$ cat config.mk
export PLATFORM = sky130hd
export DESIGN_NAME = rtou_top
export DESIGN_NICKNAME = d
export VERILOG_FILES = /design/src/verilog/rtou_pkg.sv /design/src/verilog/rtou_edge.sv /design/src/verilog/rtou_top.sv
export VERILOG_INCLUDE_DIRS = /design/src /design/src/verilog
export SDC_FILE = /design/constraint.sdc
export NUM_CORES = 1
export LEC_CHECK = 0
export ABC_AREA = 1
export BUFFER_PORTS_ARGS = -buffer_cell sky130_fd_sc_hd__buf_4
export CORE_ASPECT_RATIO = 1.75
export CORE_UTILIZATION = 40
export DETAILED_ROUTE_END_ITERATION = 7
export PLACE_DENSITY = 0.72
export SLEW_MARGIN = 30
export SYNTH_ARGS = -nofsm -noshare
export SYNTH_HDL_FRONTEND = slang
export SYNTH_HIERARCHICAL = 1
export SYNTH_SLANG_ARGS = --single-unit
$ cat constraint.sdc
create_clock -name clk -period 1.9 [get_ports clk]
set_input_delay 0.38 -clock clk [delete_from_list [all_inputs] [get_ports clk]]
set_output_delay 0.38 -clock clk [all_outputs]
set_load 0.03 [all_outputs]
$ cat src/verilog/rtou_cfg.svh
// Register offsets, field positions and reset values of the real-time output unit.
`ifndef RTOU_CFG_SVH
`define RTOU_CFG_SVH

`define RTOU_ADDR_W       28
`define RTOU_OFS_BUF_LO   28'hffff6e0
`define RTOU_OFS_BUF_HI   28'hffff6e1
`define RTOU_OFS_SELECT   28'hffff6e4
`define RTOU_OFS_CONTROL  28'hffff6e5

`define RTOU_CTL_EN_BIT   7
`define RTOU_CTL_EDGE_BIT 6
`define RTOU_CTL_WIDE_BIT 5
`define RTOU_CTL_SRC_BIT  4

`define RTOU_RST_CONTROL  8'h00
`define RTOU_RST_SELECT   8'h00
`define RTOU_RST_BUFFER   4'h0

`endif

$ cat src/verilog/rtou_pkg.sv
// Types shared by the real-time output unit.
package rtou_pkg;

   typedef struct packed {
      logic en;
      logic edge_rise;
      logic wide;
      logic src;
   } rtou_ctrl_s;

   typedef struct packed {
      logic rise;
      logic fall;
   } rtou_edges_s;

endpackage

$ cat src/verilog/rtou_edge.sv
// Edge detector for one trigger input on the system clock.
`timescale 1ns/10ps

module rtou_edge (
   input  wire logic                 clk,
   input  wire logic                 reset,
   input  wire logic                 sig,
   output rtou_pkg::rtou_edges_s     edges
);

   logic prev_reg;

   always_ff @(posedge clk) begin
      if (reset) begin
         prev_reg <= 1'b0;
      end else begin
         prev_reg <= sig;
      end
   end

   assign edges.rise = sig & ~prev_reg;
   assign edges.fall = ~sig & prev_reg;

endmodule

$ cat src/verilog/rtou_top.sv
// Six-bit real-time output port with trigger-loaded output latches.
`timescale 1ns/10ps
`include "rtou_cfg.svh"

module rtou_top (
   input  wire logic                    clk,
   input  wire logic                    reset,
   input  wire logic [`RTOU_ADDR_W-1:0] addr,
   input  wire logic [7:0]              wdata,
   input  wire logic                    wr,
   input  wire logic                    rd,
   output logic      [7:0]              rdata,
   input  wire logic                    first_timer_match_pulse,
   input  wire logic                    second_timer_interrupt,
   input  wire logic                    third_timer_interrupt,
   output logic      [5:0]              realtime_output_signals
);

   ////////////////////////////////////////////////////////////////////
   // Registers.

   rtou_pkg::rtou_ctrl_s ctrl_reg;
   rtou_pkg::rtou_ctrl_s ctrl_next;
   logic [7:0]           select_reg;
   logic [7:0]           select_next;
   logic [3:0]           buf_lo_reg;
   logic [3:0]           buf_lo_next;
   logic [3:0]           buf_hi_reg;
   logic [3:0]           buf_hi_next;
   logic [3:0]           lat_lo_reg;
   logic [3:0]           lat_lo_next;
   logic [1:0]           lat_hi_reg;
   logic [1:0]           lat_hi_next;
   logic [5:0]           out_next;
   logic [7:0]           rdata_next;

   // Only the upper nibble of the control reset value is stored.
   wire [7:0]            ctrl_rst = `RTOU_RST_CONTROL;

   ////////////////////////////////////////////////////////////////////
   // Address decode.

   wire hit_lo   = (addr == `RTOU_OFS_BUF_LO);
   wire hit_hi   = (addr == `RTOU_OFS_BUF_HI);
   wire hit_sel  = (addr == `RTOU_OFS_SELECT);
   wire hit_ctl  = (addr == `RTOU_OFS_CONTROL);
   wire wr_lo    = wr & hit_lo;
   wire wr_hi    = wr & hit_hi;
   wire wr_buf   = wr_lo | wr_hi;

   // Combined layout lets either address load the whole byte.
   wire ld_lo    = wr_lo | (wr_hi & ctrl_reg.wide);
   wire ld_hi    = wr_hi | (wr_lo & ctrl_reg.wide);

   wire [7:0] ctrl_rd = {ctrl_reg, 4'h0};
   wire [7:0] buf_rd  = {buf_hi_reg, buf_lo_reg};

   ////////////////////////////////////////////////////////////////////
   // Trigger edges and selection.

   rtou_pkg::rtou_edges_s e1;
   rtou_pkg::rtou_edges_s e2;
   rtou_pkg::rtou_edges_s e3;

   rtou_edge u_edge1 (
      .clk   (clk),
      .reset (reset),
      .sig   (first_timer_match_pulse),
      .edges (e1)
   );

   rtou_edge u_edge2 (
      .clk   (clk),
      .reset (reset),
      .sig   (second_timer_interrupt),
      .edges (e2)
   );

   rtou_edge u_edge3 (
      .clk   (clk),
      .reset (reset),
      .sig   (third_timer_interrupt),
      .edges (e3)
   );

   // The timers share the system clock, so no synchroniser is needed.
   wire t1_sel = ctrl_reg.edge_rise ? e1.rise : e1.fall;
   wire t2     = e2.rise;
   wire t3     = e3.rise;

   // Each nibble listens to one source only; an edge on an unselected
   // timer in the same cycle is ignored.
   wire trig_split_hi = ctrl_reg.src ? t2 : t3;
   wire trig_split_lo = ctrl_reg.src ? t1_sel : t2;
   wire trig_comb     = ctrl_reg.src ? t1_sel : t2;
   wire trig_hi = ctrl_reg.wide ? trig_comb : trig_split_hi;
   wire trig_lo = ctrl_reg.wide ? trig_comb : trig_split_lo;

   ////////////////////////////////////////////////////////////////////
   // Next-state logic.

   always_comb begin
      ctrl_next   = ctrl_reg;
      select_next = select_reg;
      buf_lo_next = buf_lo_reg;
      buf_hi_next = buf_hi_reg;
      lat_lo_next = lat_lo_reg;
      lat_hi_next = lat_hi_reg;
      if (wr & hit_ctl) begin
         ctrl_next = wdata[`RTOU_CTL_EN_BIT:`RTOU_CTL_SRC_BIT];
      end
      if (wr & hit_sel) begin
         select_next = wdata;
      end
      if (ld_lo) begin
         buf_lo_next = wdata[3:0];
      end
      if (ld_hi) begin
         buf_hi_next = wdata[7:4];
      end
      if (ctrl_reg.en) begin
         // Writes and triggers must not coincide; the trigger uses the
         // value held before this cycle's write.
         if (trig_lo) begin
            lat_lo_next = buf_lo_reg;
         end
         if (trig_hi) begin
            lat_hi_next = buf_hi_reg[1:0];
         end
      end else begin
         if (ld_lo) begin
            lat_lo_next = wdata[3:0];
         end
         if (ld_hi) begin
            lat_hi_next = wdata[5:4];
         end
      end
      // Outputs follow the next-state values so that a control or select
      // write shows on the pins at the same edge as the register.
      if (ctrl_next.en) begin
         out_next = {lat_hi_next, lat_lo_next} & select_next[5:0];
      end else begin
         out_next = 6'h00;
      end
      rdata_next = 8'h00;
      if (rd) begin
         if (hit_ctl) begin
            rdata_next = ctrl_rd;
         end else if (hit_sel) begin
            rdata_next = select_reg;
         end else if (hit_lo | hit_hi) begin
            rdata_next = buf_rd;
         end
      end
   end

   ////////////////////////////////////////////////////////////////////
   // State registers.

   always_ff @(posedge clk) begin
      if (reset) begin
         ctrl_reg   <= ctrl_rst[7:4];
         select_reg <= `RTOU_RST_SELECT;
         buf_lo_reg <= `RTOU_RST_BUFFER;
         buf_hi_reg <= `RTOU_RST_BUFFER;
      end else begin
         ctrl_reg   <= ctrl_next;
         select_reg <= select_next;
         buf_lo_reg <= buf_lo_next;
         buf_hi_reg <= buf_hi_next;
      end
   end

   always_ff @(posedge clk) begin
      if (reset) begin
         lat_lo_reg              <= 4'h0;
         lat_hi_reg              <= 2'h0;
         realtime_output_signals <= 6'h00;
         rdata                   <= 8'h00;
      end else begin
         lat_lo_reg              <= lat_lo_next;
         lat_hi_reg              <= lat_hi_next;
         realtime_output_signals <= out_next;
         rdata                   <= rdata_next;
      end
   end
endmodule

# After elaboration in Yosys (flattened, before gate mapping)
# Cells that the tools add are included.
[word_totals]
ff_bits = 43
in_bits = 43
out_inout_bits = 14
[classes]
n_eq_ne = 4
n_reduce_logical = 3
mux = 15
n_bitwise = 20
[ops]
columns = ["cell", "n"]
rows = [
  ["$eq 28x28->1 const B", 4],
  ["$mux 8", 3],
  ["$mux 4", 4],
  ["$and 1x1->1", 10],
  ["$and 6x6->6", 1],
  ["$mux 2", 3],
  ["$mux 6", 1],
  ["$not 1->1", 6],
  ["$mux 1", 4],
  ["$reduce_or 2->1", 2],
  ["$or 1x1->1", 3],
  ["$reduce_or 3->1", 1],
]

# Logic depth before layout (Yosys ltp)
[logic_depth]
depth_word = 8
depth_mapped = 11
depth_no_buf = 11

# Hierarchy
# Netlist, hierarchy kept.
[by_module_without_submodules]
columns = ["module", "instances", "seq_area_each_um2", "cells_per_inst", "area_each_um2"]
rows = [
  ["rtou_top", 1, 800.8, 277, 1915.6],
  ["rtou_edge", 3, 20.0, 6, 38.8],
]

# Least setup slack after synthesis
# No wires, ideal clock.
[synth_path]
path_kind = "input port to flip-flop"
from = "input port addr[4]"
to = "register realtime_output_signals[0]"
arrival_ns = 1.363
required_time_ns = 1.789
path_slack_ns = 0.425
n_path_buf = 0
cell_stages = 10
setup_ns = 0.111
path_cell_list = "inv_1 > nand2_1 > nor2_4 > nand4_1 > nor2_1 > nand3_2 > nand2_1 > nand2_1 > nand3_1 > nor2_1"
[synth_via]
elab_chain_len = 7
elab_cells_between_ends = 17
[synth_rtl]
columns = ["item", "line_no", "text"]
rows = [
  ["from (decl)", "rtou_top.sv:8", "input wire logic [`RTOU_ADDR_W-1:0] addr,"],
  ["$eq 28x28->1 (no source line)", "-", ""],
  ["$and 1x1->1", "rtou_top.sv:48", "wire wr_hi = wr & hit_hi;"],
  ["$and 1x1->1", "rtou_top.sv:52", "wire ld_lo = wr_lo | (wr_hi & ctrl_reg.wide);"],
  ["$or 1x1->1", "rtou_top.sv:52", ""],
  ["$mux 4", "rtou_top.sv:131", "if (ld_lo) begin"],
  ["$mux 4", "rtou_top.sv:121", "if (ctrl_reg.en) begin"],
  ["$and 6x6->6", "rtou_top.sv:141", "out_next = {lat_hi_next, lat_lo_next} & select_next[5:0];"],
  ["to (signal assigned)", "rtou_top.sv:183", "realtime_output_signals <= out_next;"],
  ["to (decl)", "rtou_top.sv:16", "output logic [5:0] realtime_output_signals"],
]
# Parallel ways exist; a longest one is shown, timed or not.
# A chain may end at the register's enable or synchronous reset.

# Final worst setup path
[layout_path]
from = "input port addr[0]"
to = "register realtime_output_signals[4]"
[layout_via]
elab_chain_len = 7
elab_cells_between_ends = 17
[layout_rtl]
columns = ["item", "line_no", "text"]
rows = [
  ["$eq 28x28->1 (no source line)", "-", ""],
  ["$and 1x1->1", "rtou_top.sv:47", "wire wr_lo = wr & hit_lo;"],
  ["$and 1x1->1", "rtou_top.sv:53", "wire ld_hi = wr_hi | (wr_lo & ctrl_reg.wide);"],
  ["$or 1x1->1", "rtou_top.sv:53", ""],
  ["$mux 2", "rtou_top.sv:134", "if (ld_hi) begin"],
  ["$mux 2", "rtou_top.sv:121", ""],
  ["$and 6x6->6", "rtou_top.sv:141", ""],
]
# Parallel ways exist; a longest one is shown, timed or not.

==> impl_metrics.prom <==
# TYPE chip_impl_metric gauge
chip_impl_info{name="outcome",value="completed"} 1
chip_impl_metric{name="core.rowCount",unit=""} 33
chip_impl_metric{name="path_max_fanout",unit=""} 5
chip_impl_metric{name="worst_ir_drop_vdd",unit="µV"} 507
chip_impl_metric{name="cts.clk_slew.worst_paths",unit="ps"} 80
chip_impl_info{name="clock-root-buffer",value="clkbuf_8"} 1
chip_impl_metric{name="number_of_global_route_vias_before_repair",unit=""} 2068
chip_impl_info{name="critical_path.startpoint_type",value="primary input"} 1
chip_impl_metric{name="mappedNetlistNets",unit=""} 334
chip_impl_metric{name="post_drt_wl_per_cell",unit="µm"} 13.1
chip_impl_metric{name="cp.arrival",unit="ps"} 1810
chip_impl_metric{name="global_route_wire_length_before_repair",unit="mm"} 8.93
chip_impl_metric{name="register_area",unit="µm²"} 861
chip_impl_metric{name="post_route_insts_no_fill",unit=""} 405
chip_impl_metric{name="cts_sinks",unit=""} 43
chip_impl_metric{name="clock_path_buffers",unit=""} 2
chip_impl_metric{name="fill_cells",unit=""} 484
chip_impl_metric{name="average_vias_per_placed_instance",unit=""} 5.29
chip_impl_metric{name="global_route.usage.total",unit=""} 0.211
chip_impl_info{name="rsz0062_at_grt",value="false"} 1
chip_impl_metric{name="tritoncts.num_buffers",unit=""} 5
chip_impl_metric{name="postRouteWirelength",unit="mm"} 5.32
chip_impl_metric{name="post-place-cells",unit=""} 397
chip_impl_metric{name="initial_utilization",unit=""} 0.425
chip_impl_info{name="tritoncts",value="done"} 1
chip_impl_info{name="critical_path.endpoint_type",value="flop"} 1
chip_impl_metric{name="timing.final.max_slew_violations",unit=""} 0
chip_impl_metric{name="grt_max_degree",unit=""} 25
chip_impl_metric{name="drc",unit=""} 0
chip_impl_metric{name="route.antenna.remaining_nets",unit=""} 0
chip_impl_metric{name="chipWidth",unit="µm"} 55.7
chip_impl_metric{name="port-buffer-count",unit=""} 56
chip_impl_metric{name="top_level_ports",unit=""} 57
chip_impl_metric{name="antenna_violations_before_repair",unit=""} 0
chip_impl_metric{name="drv_cap",unit=""} 0
chip_impl_metric{name="floorplan.core_area",unit="mm²"} 0.00475
chip_impl_metric{name="fp.dieArea",unit="mm²"} 0.00534
chip_impl_metric{name="worst_ep_required_time",unit="ps"} 2130
chip_impl_metric{name="leakagePower",unit="nW"} 1.11
chip_impl_metric{name="final_hold_viol_count",unit=""} 0
chip_impl_metric{name="drt-pass1-iter-count",unit=""} 4
chip_impl_info{name="worstHoldPathType",value="in -> reg"} 1
chip_impl_metric{name="fin_skew",unit="ps"} 11.9
chip_impl_metric{name="synth_cells",unit=""} 291
chip_impl_metric{name="synthToLayoutAreaGrowth",unit="%"} 29.6
chip_impl_metric{name="dp_slack",unit="ps"} 56.5
chip_impl_metric{name="worst_slew_pin_slew",unit="ps"} 388
chip_impl_metric{name="detailroute.via_count",unit=""} 2144
chip_impl_metric{name="initialDrtViolationCount",unit=""} 77
chip_impl_metric{name="clock_latency",unit="ps"} 300
chip_impl_metric{name="cts_setup_buffers",unit=""} 0
chip_impl_metric{name="maxSlewHeadroom",unit=""} 0.741
chip_impl_metric{name="layout-drive-gt1-share",unit=""} 0.238
chip_impl_metric{name="max_clock_freq",unit="MHz"} 634
chip_impl_metric{name="antenna-diode-count",unit=""} 0
chip_impl_info{name="timing.setup.critical_path_class",value="in -> reg"} 1
chip_impl_metric{name="gp_congestion",unit=""} 0.870
chip_impl_metric{name="final_nets",unit=""} 395
chip_impl_metric{name="p_per_area",unit="mW/mm²"} 679
chip_impl_metric{name="multi_input_area",unit="mm²"} 0.00102
chip_impl_metric{name="fin_tns_setup",unit="ps"} 0
chip_impl_metric{name="fin_crit",unit="ps"} 1580
chip_impl_metric{name="die_height",unit="µm"} 95.9
chip_impl_metric{name="globalRoute.totalOverflow",unit=""} 0
chip_impl_metric{name="ctsResizeCount",unit=""} 0
chip_impl_metric{name="cts_hold_repair.buffers",unit=""} 0
chip_impl_metric{name="finalWorstSetupSlack",unit="ps"} 323
chip_impl_metric{name="yosys_warnings",unit=""} 6
chip_impl_metric{name="final-setup-viol-count",unit=""} 0
chip_impl_metric{name="dp.final_hpwl",unit="mm"} 4.04
chip_impl_metric{name="synthesis.area_per_instance",unit="µm²"} 6.93
chip_impl_metric{name="cts-htree-levels",unit=""} 2
chip_impl_metric{name="period_share",unit=""} 0.830
chip_impl_metric{name="post_synth_instance_area",unit="mm²"} 0.00202
final timing paths:
check / from / endpoint / slack, ps / cells after the start
hold reg to reg: buf_hi_reg[2]$_SDFFE_PP0N_ / rdata[6]$_SDFF_PP0_ / 490 / 2
setup reg to reg: u_edge1/prev_reg$_SDFF_PP0_ / lat_hi_reg[0]$_SDFF_PP0_ / 390 / 11
setup / recovery: addr[0] / realtime_output_signals[4]$_SDFF_PP0_ / 320 / 12
hold / removal: third_timer_interrupt / u_edge3/prev_reg$_SDFF_PP0_ / 300 / 3
cell usage in the layout, fill, tap and decap left out, types with 4 or more instances in the layout:
master     n
a31oi_1    4
nand2_1   75
buf_4     61
o21ai_0   18
nand4_1   11
nor2_1    35
clkbuf_8   5
a21oi_1   22
inv_1     25
dfxtp_1   43
nand3_1   30
per-stage QoR:
step	utilization	total power, mW	hold WS [ps]	instance area [µm²]
5_1_grt	0.550	1.84	318	2610
3_5_place_dp	0.527	1.07	469	2500
4_1_cts	0.550	1.79	295	2610
3_3_place_gp	0.527	1.07	466	2500
6_report	0.550	1.77	296	2610
2_1_floorplan	-	0.979	444	2020
critical path: stages:
cell and delay [ps]:
buf_4 110, inv_1 100, nand2_1 90, nor2_1 130
nand2_1 90, nor2_2 220, nand4_1 200, nand2_2 160
nand2_1 90, nand3_1 70, nand2_1 70, nor2_1 90
per-layer routing:
metal	routed length, µm	track usage	vias to the layer above
li1	-	-	1089
met1	2110	0.213	978
met2	2810	0.406	68
met3	297	0.0457	9
met4	99	0.104	0
met5	0	0	-
power breakdown:
group | internal, mW | switching, mW | leakage [nW]
registers | 0.904 | 0.00109 | 0.347
clock network | 0.392 | 0.336 | 0.0581
logic | 0.0716 | 0.0705 | 0.700
total | 1.37 | 0.407 | 1.11
final cells by class:
| cell class | instances | area share |
|---|---|---|
| timing repair buffer | 61 | 0.175 |
| multi-input combinational | 215 | 0.390 |
| sequential | 43 | 0.329 |
| inverter | 26 | 0.0373 |
| clock inverter | 3 | 0.0168 |
| tap | 52 | 0.0249 |
| clock buffer | 5 | 0.0263 |
Note: power is estimated with default switching activity, not from simulation.
